===== src/design/wwmc_pkg.sv =====
package wwmc_pkg;

  ////////////////////////////////////////////////////////////////////////////
  // timing
  localparam int          CLK_HZ      = 125_000_000;
  localparam int          LF_OSC_HZ   = 31_000;
  localparam int          MF_OSC_HZ   = 31_250;
  localparam int          BASE_MS     = 1;
  localparam int          LF_DIV      = CLK_HZ / LF_OSC_HZ;
  localparam int          MF_DIV      = CLK_HZ / MF_OSC_HZ;
  // osc ticks per base interval, rounded down
  localparam int          BASE_TICKS  = LF_OSC_HZ * BASE_MS / 1000;
  // 2^18 base intervals is the 256 s nominal ceiling
  localparam logic [4:0]  MAX_LOG2    = 5'h12;
  localparam int          CNT_W       = 19;

  ////////////////////////////////////////////////////////////////////////////
  // register byte offsets
  localparam logic [7:0]  OFS_CFG     = 8'h00;
  localparam logic [7:0]  OFS_CTRL_A  = 8'h04;
  localparam logic [7:0]  OFS_CTRL_B  = 8'h08;
  localparam logic [7:0]  OFS_CLEAR   = 8'h0c;
  localparam logic [7:0]  OFS_STATE   = 8'h10;
  localparam logic [7:0]  OFS_COUNT   = 8'h14;
  localparam logic [7:0]  OFS_ISTAT   = 8'h18;
  localparam logic [7:0]  OFS_ICLR    = 8'h1c;
  localparam logic [7:0]  OFS_IEN     = 8'h20;

  ////////////////////////////////////////////////////////////////////////////
  // fields and reset values
  localparam int          CFG_W       = 10;
  localparam int          CTRL_A_W    = 6;
  localparam int          CTRL_B_W    = 3;
  localparam int          EV_W        = 2;
  localparam int          EV_TIMEOUT  = 0;
  localparam int          EV_RUNCHG   = 1;
  localparam logic [2:0]  CS_LF       = 3'h0;
  localparam logic [2:0]  CS_MF       = 3'h1;
  localparam logic [4:0]  PS_SOFT     = 5'h1f;
  localparam logic [2:0]  CFG_CS_RST  = 3'h7;
  localparam logic [4:0]  CFG_PS_RST  = 5'h1f;
  // 2^11 base intervals, the nominal 2 s default
  localparam logic [4:0]  CTRLA_PS_RST = 5'h0b;
  localparam logic [2:0]  CTRLB_CS_RST = 3'h0;

  typedef enum logic [1:0] {
    MODE_OFF     = 2'b00,
    MODE_SOFT    = 2'b01,
    MODE_NOSLEEP = 2'b10,
    MODE_ALWAYS  = 2'b11
  } wwmc_mode_e;

  typedef struct packed {
    logic [4:0] cfg_period_prescale;
    logic [2:0] cfg_clock_select;
    wwmc_mode_e monitor_enable_cfg;
  } wwmc_cfg_s;

  typedef struct packed {
    logic [4:0] period_prescale_sel;
    logic       software_run_bit;
  } wwmc_ctrl_a_s;

  localparam wwmc_cfg_s    CFG_RST    = '{CFG_PS_RST, CFG_CS_RST, MODE_ALWAYS};
  localparam wwmc_ctrl_a_s CTRL_A_RST = '{CTRLA_PS_RST, 1'b0};

endpackage


===== src/design/wwmc_div.sv =====
`timescale 1ns/1ps
// free divider: tick is high in the enabled cycle that completes DIV counts
module wwmc_div #(
  parameter int DIV = 4
) (
  input  wire logic clk,    // system clock
  input  wire logic rst_n,  // sync reset, active low
  input  wire logic en,     // count enable
  input  wire logic clr,    // restart the count
  output logic      tick    // one-cycle pulse
);

  localparam logic [11:0] LAST = 12'(DIV - 1);

  logic [11:0] cnt_ff;

  assign tick = en && !clr && (cnt_ff == LAST);

  always_ff @(posedge clk) begin
    if (!rst_n || clr) begin
      cnt_ff <= 12'h000;
    end else if (en) begin
      cnt_ff <= (cnt_ff == LAST) ? 12'h000 : 12'(cnt_ff + 12'h001);
    end
  end

endmodule


===== src/design/wwmc_tmo.sv =====
`timescale 1ns/1ps
// time-out counter in base intervals; expire pulses when 2^limit_log2 is reached
module wwmc_tmo (
  input  wire logic                       clk,         // system clock
  input  wire logic                       rst_n,       // sync reset, active low
  input  wire logic                       tick,        // one base interval
  input  wire logic                       clr,         // clear the count
  input  wire logic [4:0]                 limit_log2,  // period exponent
  output logic [wwmc_pkg::CNT_W-1:0]      count,       // intervals elapsed
  output logic                            expire       // one-cycle pulse
);

  logic [wwmc_pkg::CNT_W-1:0] cnt_ff;
  logic                       exp_ff;
  logic [wwmc_pkg::CNT_W-1:0] last;

  assign last   = wwmc_pkg::CNT_W'((wwmc_pkg::CNT_W'(1) << limit_log2) - wwmc_pkg::CNT_W'(1));
  assign count  = cnt_ff;
  assign expire = exp_ff;

  always_ff @(posedge clk) begin
    if (!rst_n || clr) begin
      cnt_ff <= '0;
      exp_ff <= 1'b0;
    end else if (tick && cnt_ff >= last) begin
      cnt_ff <= '0;
      exp_ff <= 1'b1;
    end else begin
      cnt_ff <= tick ? wwmc_pkg::CNT_W'(cnt_ff + 1'b1) : cnt_ff;
      exp_ff <= 1'b0;
    end
  end

endmodule


===== src/design/wwmc_top.sv =====
// Operation
// - time base comes from the 31 kHz or the 31.25 kHz oscillator.
// - enable field upper bit set: configuration clock-select field picks the source.
// - enable field 01: software run bit runs it, control-B select picks source.
// - every period is a power-of-two multiple of a 1 ms base interval.
// - exactly four modes, chosen only by the two-bit enable configuration field.
// - enable field 11: always running, also in sleep, run bit ignored.
// - enable field 10: running while awake, stopped while in sleep.
// - enable field 01: run state follows run bit, sleep leaves it unchanged.
// - configuration prescale all ones: control-A prescale sets 1 ms to 256 s.
// - after reset the time-out period defaults to nominal 2 s.
`timescale 1ns/1ps
module wwmc_top (
  input  wire logic        CLK,              // 125 MHz clock
  input  wire logic        RST_N,            // sync reset, active low
  input  wire logic [7:0]  AVS_ADDRESS,      // byte address
  input  wire logic        AVS_READ,         // read request
  input  wire logic        AVS_WRITE,        // write request
  input  wire logic [31:0] AVS_WRITEDATA,    // write data
  input  wire logic [3:0]  AVS_BYTEENABLE,   // write byte lanes
  output logic      [31:0] AVS_READDATA,     // read data
  output logic             AVS_WAITREQUEST,  // stall
  input  wire logic        SLEEP,            // device is in sleep
  output logic             WDT_RESET,        // time-out reset pulse
  output logic             RUNNING,          // monitor active
  output logic             IRQ               // level interrupt
);

  ////////////////////////////////////////////////////////////////////////////
  // functions

  function automatic logic [31:0] be_merge(input logic [31:0] old_v, input logic [31:0] new_v,
                                           input logic [3:0] be);
    logic [31:0] r;
    r = old_v;
    for (int i = 0; i < 4; i++) begin
      if (be[i]) begin
        r[i*8 +: 8] = new_v[i*8 +: 8];
      end
    end
    return r;
  endfunction

  function automatic logic [4:0] clamp_ps(input logic [4:0] ps);
    return (ps > wwmc_pkg::MAX_LOG2) ? wwmc_pkg::MAX_LOG2 : ps;
  endfunction

  ////////////////////////////////////////////////////////////////////////////
  // bus slave: one wait cycle, access completes in the cycle waitrequest is low

  logic                           wait_ff;
  logic [31:0]                    rdata_ff;
  logic [31:0]                    nxt_rdata;
  logic                           req;
  logic                           wr_acc;
  wwmc_pkg::wwmc_cfg_s            cfg_ff;
  wwmc_pkg::wwmc_ctrl_a_s         ctrl_a_ff;
  logic [wwmc_pkg::CTRL_B_W-1:0]  ctrl_b_ff;
  logic [wwmc_pkg::EV_W-1:0]      istat_ff;
  logic [wwmc_pkg::EV_W-1:0]      ien_ff;
  logic [wwmc_pkg::EV_W-1:0]      events;
  logic [wwmc_pkg::CNT_W-1:0]     tmo_count;
  logic                           run_ff;
  logic                           nxt_run;
  logic                           sleep_d_ff;
  logic                           src_mf;
  logic                           wdt_rst_ff;
  logic                           irq_ff;

  assign req    = AVS_READ || AVS_WRITE;
  assign wr_acc = AVS_WRITE && !wait_ff;

  always_ff @(posedge CLK) begin
    if (!RST_N) begin
      wait_ff <= 1'b1;
    end else begin
      wait_ff <= !(req && wait_ff);
    end
  end

  always_comb begin
    nxt_rdata = 32'h0000_0000;
    case (AVS_ADDRESS)
      wwmc_pkg::OFS_CFG:    nxt_rdata[wwmc_pkg::CFG_W-1:0] = cfg_ff;
      wwmc_pkg::OFS_CTRL_A: nxt_rdata[wwmc_pkg::CTRL_A_W-1:0] = ctrl_a_ff;
      wwmc_pkg::OFS_CTRL_B: nxt_rdata[wwmc_pkg::CTRL_B_W-1:0] = ctrl_b_ff;
      wwmc_pkg::OFS_STATE:  nxt_rdata[2:0] = {src_mf, sleep_d_ff, run_ff};
      wwmc_pkg::OFS_COUNT:  nxt_rdata[wwmc_pkg::CNT_W-1:0] = tmo_count;
      wwmc_pkg::OFS_ISTAT:  nxt_rdata[wwmc_pkg::EV_W-1:0] = istat_ff;
      wwmc_pkg::OFS_IEN:    nxt_rdata[wwmc_pkg::EV_W-1:0] = ien_ff;
      // clear and interrupt-clear are write-only, unmapped reads give zero
      default:              nxt_rdata = 32'h0000_0000;
    endcase
  end

  always_ff @(posedge CLK) begin
    if (!RST_N) begin
      rdata_ff <= 32'h0000_0000;
    end else if (AVS_READ && wait_ff) begin
      rdata_ff <= nxt_rdata;
    end
  end

  ////////////////////////////////////////////////////////////////////////////
  // configuration and control registers

  always_ff @(posedge CLK) begin
    if (!RST_N) begin
      cfg_ff <= wwmc_pkg::CFG_RST;
    end else if (wr_acc && AVS_ADDRESS == wwmc_pkg::OFS_CFG) begin
      cfg_ff <= wwmc_pkg::CFG_W'(be_merge(32'(cfg_ff), AVS_WRITEDATA, AVS_BYTEENABLE));
    end
  end

  always_ff @(posedge CLK) begin
    if (!RST_N) begin
      ctrl_a_ff <= wwmc_pkg::CTRL_A_RST;
    end else if (wr_acc && AVS_ADDRESS == wwmc_pkg::OFS_CTRL_A) begin
      ctrl_a_ff <= wwmc_pkg::CTRL_A_W'(be_merge(32'(ctrl_a_ff), AVS_WRITEDATA, AVS_BYTEENABLE));
    end
  end

  always_ff @(posedge CLK) begin
    if (!RST_N) begin
      ctrl_b_ff <= wwmc_pkg::CTRLB_CS_RST;
    end else if (wr_acc && AVS_ADDRESS == wwmc_pkg::OFS_CTRL_B) begin
      ctrl_b_ff <= wwmc_pkg::CTRL_B_W'(be_merge(32'(ctrl_b_ff), AVS_WRITEDATA, AVS_BYTEENABLE));
    end
  end

  ////////////////////////////////////////////////////////////////////////////
  // mode decode

  wwmc_pkg::wwmc_mode_e mode;
  logic                 sleep_rise;
  logic                 tmo_clr;
  logic [4:0]           eff_ps;

  assign mode       = cfg_ff.monitor_enable_cfg;
  assign sleep_rise = SLEEP && !sleep_d_ff;

  always_comb begin
    case (mode)
      wwmc_pkg::MODE_ALWAYS:  nxt_run = 1'b1;
      wwmc_pkg::MODE_NOSLEEP: nxt_run = !SLEEP;
      wwmc_pkg::MODE_SOFT:    nxt_run = ctrl_a_ff.software_run_bit;
      wwmc_pkg::MODE_OFF:     nxt_run = 1'b0;
      default:                nxt_run = 1'b0;
    endcase
  end

  always_ff @(posedge CLK) begin
    if (!RST_N) begin
      run_ff     <= 1'b0;
      sleep_d_ff <= 1'b0;
    end else begin
      run_ff     <= nxt_run;
      sleep_d_ff <= SLEEP;
    end
  end

  // upper enable bit: configuration select, else control-B select
  assign src_mf = mode[1] ? (cfg_ff.cfg_clock_select == wwmc_pkg::CS_MF)
                          : (ctrl_b_ff == wwmc_pkg::CS_MF);

  // a prescale other than all ones in the configuration overrides software
  assign eff_ps = (cfg_ff.cfg_period_prescale == wwmc_pkg::PS_SOFT)
                  ? clamp_ps(ctrl_a_ff.period_prescale_sel)
                  : clamp_ps(cfg_ff.cfg_period_prescale);

  ////////////////////////////////////////////////////////////////////////////
  // time base and time-out

  logic lf_tick;
  logic mf_tick;
  logic osc_tick;
  logic ms_tick;
  logic tmo_expire;
  logic ctl_write;

  assign ctl_write = wr_acc && (AVS_ADDRESS == wwmc_pkg::OFS_CTRL_A ||
                                AVS_ADDRESS == wwmc_pkg::OFS_CTRL_B ||
                                AVS_ADDRESS == wwmc_pkg::OFS_CLEAR);
  // stopping, sleep entry or any control write restarts the period
  assign tmo_clr = !run_ff || sleep_rise || ctl_write;

  // only the selected oscillator runs, and only while monitoring
  wwmc_div #(.DIV(wwmc_pkg::LF_DIV)) u_lf_osc (
    .clk   (CLK),
    .rst_n (RST_N),
    .en    (run_ff && !src_mf),
    .clr   (1'b0),
    .tick  (lf_tick)
  );

  wwmc_div #(.DIV(wwmc_pkg::MF_DIV)) u_mf_osc (
    .clk   (CLK),
    .rst_n (RST_N),
    .en    (run_ff && src_mf),
    .clr   (1'b0),
    .tick  (mf_tick)
  );

  assign osc_tick = src_mf ? mf_tick : lf_tick;

  // 1 ms base interval from the oscillator ticks
  wwmc_div #(.DIV(wwmc_pkg::BASE_TICKS)) u_base (
    .clk   (CLK),
    .rst_n (RST_N),
    .en    (osc_tick),
    .clr   (tmo_clr),
    .tick  (ms_tick)
  );

  wwmc_tmo u_tmo (
    .clk        (CLK),
    .rst_n      (RST_N),
    .tick       (ms_tick),
    .clr        (tmo_clr),
    .limit_log2 (eff_ps),
    .count      (tmo_count),
    .expire     (tmo_expire)
  );

  always_ff @(posedge CLK) begin
    if (!RST_N) begin
      wdt_rst_ff <= 1'b0;
    end else begin
      wdt_rst_ff <= tmo_expire && run_ff;
    end
  end

  ////////////////////////////////////////////////////////////////////////////
  // interrupts: a new event wins over a clear in the same cycle

  logic [wwmc_pkg::EV_W-1:0] iclr;

  assign events[wwmc_pkg::EV_TIMEOUT] = tmo_expire && run_ff;
  assign events[wwmc_pkg::EV_RUNCHG]  = nxt_run != run_ff;
  assign iclr = (wr_acc && AVS_ADDRESS == wwmc_pkg::OFS_ICLR && AVS_BYTEENABLE[0])
                ? AVS_WRITEDATA[wwmc_pkg::EV_W-1:0] : '0;

  always_ff @(posedge CLK) begin
    if (!RST_N) begin
      istat_ff <= '0;
    end else begin
      istat_ff <= (istat_ff & ~iclr) | events;
    end
  end

  always_ff @(posedge CLK) begin
    if (!RST_N) begin
      ien_ff <= '0;
    end else if (wr_acc && AVS_ADDRESS == wwmc_pkg::OFS_IEN && AVS_BYTEENABLE[0]) begin
      ien_ff <= AVS_WRITEDATA[wwmc_pkg::EV_W-1:0];
    end
  end

  // registered from next state so irq tracks istat with no extra lag
  always_ff @(posedge CLK) begin
    if (!RST_N) begin
      irq_ff <= 1'b0;
    end else begin
      irq_ff <= |(((istat_ff & ~iclr) | events) & ien_ff);
    end
  end

  assign AVS_READDATA    = rdata_ff;
  assign AVS_WAITREQUEST = wait_ff;
  assign WDT_RESET       = wdt_rst_ff;
  assign RUNNING         = run_ff;
  assign IRQ             = irq_ff;
endmodule


===== config.mk =====
export PLATFORM = sky130hd
export DESIGN_NAME = wwmc_top
export DESIGN_NICKNAME = d
export VERILOG_FILES = /design/src/design/wwmc_pkg.sv /design/src/design/wwmc_div.sv /design/src/design/wwmc_tmo.sv /design/src/design/wwmc_top.sv
export SDC_FILE = /design/constraint.sdc
export NUM_CORES = 1
export LEC_CHECK = 0
export ABC_CLOCK_PERIOD_IN_PS = 5000
export BUFFER_PORTS_ARGS = -buffer_cell sky130_fd_sc_hd__buf_2
export CAP_MARGIN = 20
export CORE_AREA = 2 2 142 144
export DETAILED_ROUTE_END_ITERATION = 10
export DIE_AREA = 0 0 144 146
export GPL_TIMING_DRIVEN = 0
export SLEW_MARGIN = 20
export SYNTH_ARGS = -nofsm -noshare
export SYNTH_HDL_FRONTEND = slang
export SYNTH_SLANG_ARGS = --single-unit

===== constraint.sdc =====
create_clock -name CLK -period 5 [get_ports CLK]
set_clock_uncertainty 0.15 [all_clocks]
set_input_delay 0.5 -clock CLK [delete_from_list [all_inputs] [get_ports CLK]]
set_output_delay 0.5 -clock CLK [all_outputs]
set_load 0.02 [all_outputs]

After elaboration in Yosys (flattened, before gate mapping)
Index checks and enable logic that the tools add are counted.
{"block": "classes", "multipliers": 0, "reduce_logical": 42, "eq_ne": 18, "addsub": 5, "n_bitwise": 4, "mux": 16, "n_shift": 1, "n_div": 0, "n_lt_le_gt_ge": 3}
{"op": "$add A12 B1 Y12 const B", "n": 3}
{"op": "$mux W12", "n": 3}
{"op": "$eq A8 B5 Y1 const B", "n": 4}
{"op": "$eq A12 B12 Y1 const B", "n": 2}
{"op": "$logic_and A1 B1 Y1", "n": 20}
{"op": "$add A19 B1 Y19 const B", "n": 1}
{"op": "$ge A19 B19 Y1", "n": 1}
{"op": "$shl A1 B5 Y19 const A", "n": 1}
{"op": "$sub A19 B2 Y19 const B", "n": 1}
{"op": "$eq A8 B4 Y1 const B", "n": 2}
{"op": "$mux W5", "n": 3}
{"op": "$pmux W2 S7", "n": 1}
{"op": "$eq A12 B5 Y1 const B", "n": 1}
{"op": "$gt A5 B5 Y1 const B", "n": 2}
{"op": "$mux W9", "n": 1}
{"op": "$pmux W3 S3", "n": 1}
{"op": "$eq A8 B3 Y1 const B", "n": 1}
{"op": "$eq A8 B6 Y1 const B", "n": 1}
{"op": "$logic_not A1 Y1", "n": 8}
{"op": "$logic_not A8 Y1", "n": 1}
{"op": "$pmux W4 S2", "n": 1}
{"op": "$reduce_and A2 Y1", "n": 4}
{"op": "$eq A3 B1 Y1 const B", "n": 2}
{"op": "$logic_or A1 B1 Y1", "n": 6}
{"op": "other kinds (13)", "n": 18}
{"block": "word_totals", "ramBits": 0, "ff_bits": 103, "romBits": 0, "latchBits": 0, "memories": 0, "elab_cells": 109, "output_inout_bits": 36}

Depth between registers and ports, before layout
{"block": "logic_depth", "word_depth": 10, "ltp_mapped": 21}

By module
Synthesis repeated with hierarchy kept, for this count alone.
{"block": "hier_totals", "hier_cells": 656, "hier_area_um2": 5800.6}
{"module": "wwmc_top", "area_per_inst_um2": 2388.5, "cells_per_inst": 258, "n_inst": 1}
{"module": "wwmc_tmo", "area_per_inst_um2": 1634.1, "cells_per_inst": 205, "n_inst": 1}
{"module": "wwmc_div at u_base", "area_per_inst_um2": 615.6, "cells_per_inst": 66, "n_inst": 1}
{"module": "wwmc_div at u_mf_osc", "area_per_inst_um2": 598.1, "cells_per_inst": 63, "n_inst": 1}
{"module": "wwmc_div at u_lf_osc", "area_per_inst_um2": 564.3, "cells_per_inst": 64, "n_inst": 1}

Worst setup path after synthesis
No wires, ideal clock.
{"block": "synth_path", "path_type": "reg2reg", "start": "reg cfg_ff[9] (netlist name)", "end": "reg u_tmo.cnt_ff, in the netlist u_tmo.count[10]", "stages_incl_launch_ff": 21, "path_slack_ns": 0.378, "period_less_slack_ns": 4.622, "t_required_ns": 4.728, "t_arrival_ns": 4.351, "path_buffers": 4, "cell_sequence": "dfxtp_1 clkbuf_1 inv_1 a211oi_1 a22o_1 clkbuf_1 nand3_1 ha_1 clkbuf_1 nor4_1 a21oi_1 a2bb2oi_1 ha_1 o211ai_1 a21oi_1 o41ai_1 and4_1 a211oi_1 clkbuf_1 nor2_1 a221o_1"}
{"block": "synth_between", "elab_chain_cells": 8, "elab_cells_between_ends": 9, "classes_between": "add/sub (1); order compare (2); eq/ne (1); shift (1); mux (2); reduce/logical (2)"}
{"element": "start, declared", "line_no": "wwmc_top.sv:56", "source": "wwmc_pkg::wwmc_cfg_s cfg_ff;"}
{"element": "start signal, assigned", "line_no": "wwmc_top.sv:109", "source": "cfg_ff <= wwmc_pkg::CFG_RST;"}
{"element": "start signal, assigned", "line_no": "wwmc_top.sv:111", "source": "cfg_ff <= wwmc_pkg::CFG_W'(be_merge(32'(cfg_ff), AVS_WRITEDATA, AVS_BYTEENABLE));"}
{"element": "$gt A5 B5 Y1", "line_no": "wwmc_top.sv:45", "source": "return (ps > wwmc_pkg::MAX_LOG2) ? wwmc_pkg::MAX_LOG2 : ps;"}
{"element": "$mux W5", "line_no": "wwmc_top.sv:45"}
{"element": "$mux W5 (*)", "line_no": "wwmc_top.sv:168", "source": "? clamp_ps(ctrl_a_ff.period_prescale_sel)"}
{"element": "$shl A1 B5 Y19 (*)", "line_no": "wwmc_tmo.sv:17", "source": "assign last = wwmc_pkg::CNT_W'((wwmc_pkg::CNT_W'(1) << limit_log2) - wwmc_pkg::CNT_W'(1));"}
{"element": "$sub A19 B2 Y19 (*)", "line_no": "wwmc_tmo.sv:17"}
{"element": "$ge A19 B19 Y1 (*)", "line_no": "wwmc_tmo.sv:25", "source": "end else if (tick && cnt_ff >= last) begin"}
{"element": "$logic_and A1 B1 Y1 (*)", "line_no": "wwmc_tmo.sv:25"}
{"element": "$reduce_or A2 Y1 (no line) (*)"}
{"element": "end signal, assigned", "line_no": "wwmc_tmo.sv:29", "source": "cnt_ff <= tick ? wwmc_pkg::CNT_W'(cnt_ff + 1'b1) : cnt_ff;"}
{"element": "end, declared", "line_no": "wwmc_tmo.sv:13", "source": "logic [wwmc_pkg::CNT_W-1:0] cnt_ff;"}
Mark *: on every way between the ends. The rest lies on a longest branch, timed or not.
A chain may end at the register's enable or synchronous reset.

Final worst setup path
{"block": "layout_path", "start": "reg ctrl_a_ff[1] (netlist name)", "end": "reg u_tmo.cnt_ff, in the netlist u_tmo.count[13]"}
{"block": "layout_between", "elab_chain_cells": 8}
{"element": "start, declared", "line_no": "wwmc_top.sv:57", "source": "wwmc_pkg::wwmc_ctrl_a_s ctrl_a_ff;"}
{"element": "start signal, assigned", "line_no": "wwmc_top.sv:117", "source": "ctrl_a_ff <= wwmc_pkg::CTRL_A_RST;"}
{"element": "start signal, assigned", "line_no": "wwmc_top.sv:119", "source": "ctrl_a_ff <= wwmc_pkg::CTRL_A_W'(be_merge(32'(ctrl_a_ff), AVS_WRITEDATA, AVS_BYTEENABLE));"}
{"element": "$gt A5 B5 Y1", "line_no": "wwmc_top.sv:45"}
{"element": "$mux W5 (*)", "line_no": "wwmc_top.sv:45"}
{"element": "$mux W5 (*)", "line_no": "wwmc_top.sv:168"}
{"element": "$shl A1 B5 Y19 (*)", "line_no": "wwmc_tmo.sv:17"}
{"element": "$sub A19 B2 Y19 (*)", "line_no": "wwmc_tmo.sv:17"}
{"element": "$ge A19 B19 Y1 (*)", "line_no": "wwmc_tmo.sv:25"}
{"element": "$logic_and A1 B1 Y1 (*)", "line_no": "wwmc_tmo.sv:25"}
{"element": "$reduce_or A2 Y1 (no line) (*)"}
Marks and branches as above.

==> flow_metrics.tcl <==
set metrics [dict create \
    status "complete, no violations" \
    synth_most_common_cell "dfxtp_1" \
    vias 5164 \
    hold_class "in2reg" \
    slew_viol_final 0 \
    fmax_mhz 212.8 \
    hold_viol_final 0 \
    drc 0 \
    cts_buffers 9 \
    place_area_mm2 0.006370 \
    final_net_count 844 \
    cts_root_buf "clkbuf_16" \
    period_minus_slack_ps 4699 \
    async_flop_share_pct 0 \
    layout.cells.non_filler 1040 \
    stdcell_area_mm2 0.006713 \
    post_cts_buffers 0 \
    io_pins 85 \
    p_per_area_mw_per_mm2 251.1 \
    overflow 0 \
    cap_violations 0 \
    drt_pass1_iterations 6 \
    final_antenna_net_count 0 \
    hpwl_mm 11.32 \
    routed_wl_mm 14.93 \
    synth_cell_types 69 \
    routabilityCongestion 0.9202 \
    rows 51 \
    power_leakage_nw 2.631 \
    htreeDepth 3 \
    synth_area_leader_cell "dfxtp_1" \
    grt_max_degree 19 \
    syn_to_final_growth_pct 16.48 \
    drtIter0Drc 384 \
    routed.top_layer "met4" \
    postLayoutCoreUtil_pct 34.72 \
    mappedNetlistArea_mm2 0.005763 \
    routedLengthMet1_mm 7.290 \
    wire_per_inst_um 14.36 \
    synth_edf_count 0 \
    synthCells 702 \
    die_x_um 144 \
    synth_top_cell_area_share_pct 35.78 \
    cts_tree "yes" \
    min_period_over_period_pct 93.99 \
    worstSetupStartpointType "register" \
    ir_drop_v 0.0001536 \
    dieArea_mm2 0.02102 \
    grt_antenna_before_repair 0 \
    yosysSeqAreaShare_pct 35.78 \
    io_buffers 46 \
    ys_top_cells_by_area "dfxtp_1, ha_1, nand2_1" \
    clk_latency_ps 370 \
    dp_cells 1025 \
    rsz0062_at_grt "no" \
    yosysWarnings 0 \
    slew_headroom_pct 48.58 \
    setup_viol 0 \
    tightest_slew_ps 766.1 \
    grt_usage_pct 14.66 \
    drive_gt1_share_pct 13.81 \
    crit_type "reg2reg" \
    wl_met2_mm 6.911 \
    first_global_vias 4817 \
    synth_common_cells "dfxtp_1, nand2_1, nor2_1" \
    grt_pass1_wl_mm 24.65 \
    core-area_mm2 0.01933 \
    wl_met3_um 480 \
    crit_required_ps 5100 \
    die_h_um 146 \
    ys_seq_elements 103 \
    crit_path_max_fanout 10 \
    cts_buffer_depth 2 \
    end_kind "register" \
    cp.arrival_ps 4800 \
    antenna_cells 0 \
    viasPerCell 4.965 \
    start_util_pct 29.81 \
    finalPower_w 0.001685 \
    clk_pin_slew_ps 80 \
    synth_flop_cell "dfxtp_1" \
    setup_slack_ps 300.7 \
    synth_area_per_cell_um2 8.209 \
    place_ws_ps -729.1 \
    clock_sink_count 103 \
]
-- through the flow --
step / TNS, ps / hold slack (ps)
2_1_floorplan: 0 / 303.1
3_3_place_gp: -10920 / 299.0
3_5_place_dp: -10970 / 302.0
4_1_cts: 0 / 184.2
5_1_grt: 0 / 209.0
6_report: 0 / 187.9
-- power by group --
group / switching, W / internal [W] / total (W)
clock network: 0.000339 / 0.000394 / 0.000733
logic: 0.0000753 / 0.0000419 / 0.000117
registers: 0.00000683 / 0.000828 / 0.000835
total: 0.000421 / 0.00126 / 0.00169
-- registers in the layout (all words and copies together) (netlist names) --
| name | flops |
|---|---|
| u_tmo.expire | 1 |
| u_lf_osc.cnt_ff | 12 |
| u_mf_osc.cnt_ff | 12 |
| sleep_d_ff | 1 |
| u_base.cnt_ff | 12 |
| IRQ | 1 |
| u_tmo.count | 19 |
| istat_ff | 2 |
| RUNNING | 1 |
| ien_ff | 2 |
| ctrl_b_ff | 3 |
| mode | 2 |
| AVS_WAITREQUEST | 1 |
| cfg_ff | 8 |
| WDT_RESET | 1 |
| AVS_READDATA | 19 |
| ctrl_a_ff | 6 |
-- cell usage in the layout, fill, tap and decap left out, types with 19 or more instances in the layout --
master,instances
a21oi_1,37
buf_2,50
dfxtp_1,100
ha_1,25
mux2i_1,19
nand2_1,80
nand3_1,43
nor2_1,73
o21ai_0,27
xor2_1,19
-- cells by family (layout without fill, tap and decap cells) --
group	count (synthesis)	count (layout)	synth area share, %
buffers and inverters	57	118	4.755
other	1	13	0.06507
xor gates and xnor gates	29	29	4.407
DFF	103	103	35.78
muxes	20	20	3.495
adders and majority gates	25	25	5.428
AOI/OAI and AO/OA	141	141	16.78
and+or+nand+nor	326	326	29.29
-- worst max-delay path, cell delays in order, from the launching register on --
cell and delay [ps]:
dfxtp_1 370, a211o_1 300, a211oi_2 300, a21oi_1 220, nor2_1 230, nand2_1 110, ha_1 240, buf_2 200
nor4_1 280, a21oi_1 70, a2bb2oi_1 160, ha_1 330, o211ai_1 90, a21oi_1 160, o41ai_1 100, and4_1 230
a211oi_4 380, buf_2 320, nor2_1 80, a221o_1 260
-- area by class of cell --
type / instances / area [um2]
Fill cell: 2035 / 12620
Multi-Input combinational cell: 554 / 3500
Sequential cell: 103 / 2066
Tap cell: 265 / 331.6
Timing Repair Buffer: 46 / 230.2
Clock buffer: 9 / 225.2
Buffer: 40 / 216.5
Clock inverter: 7 / 83.83
Inverter: 16 / 60.06
-- metal layers --
metal  up-vias  GRT usage, %
met5         -             0
met4         0         5.294
met3        17         2.303
met2        92         23.38
met1      2413         19.94
li1       2642             -
-- worst paths after layout --
check / slack (ps) / start / cells past startpoint / end
setup / recovery: 300 / ctrl_a_ff[1] / 19 / u_tmo.count[13]
hold / removal: 190 / AVS_WRITEDATA[6] / 3 / cfg_ff[6]
setup reg to reg: 300 / ctrl_a_ff[1] / 19 / u_tmo.count[13]
hold reg to reg: 310 / AVS_READDATA[16] / 2 / AVS_READDATA[16]
-- timing repair --
item	in CTS	in global routing
hold buffers	0	0
pin swaps	0	2
setup endpoints to repair	20	20
resized for setup	4	12
Note: power is estimated with default switching activity, not from simulation.
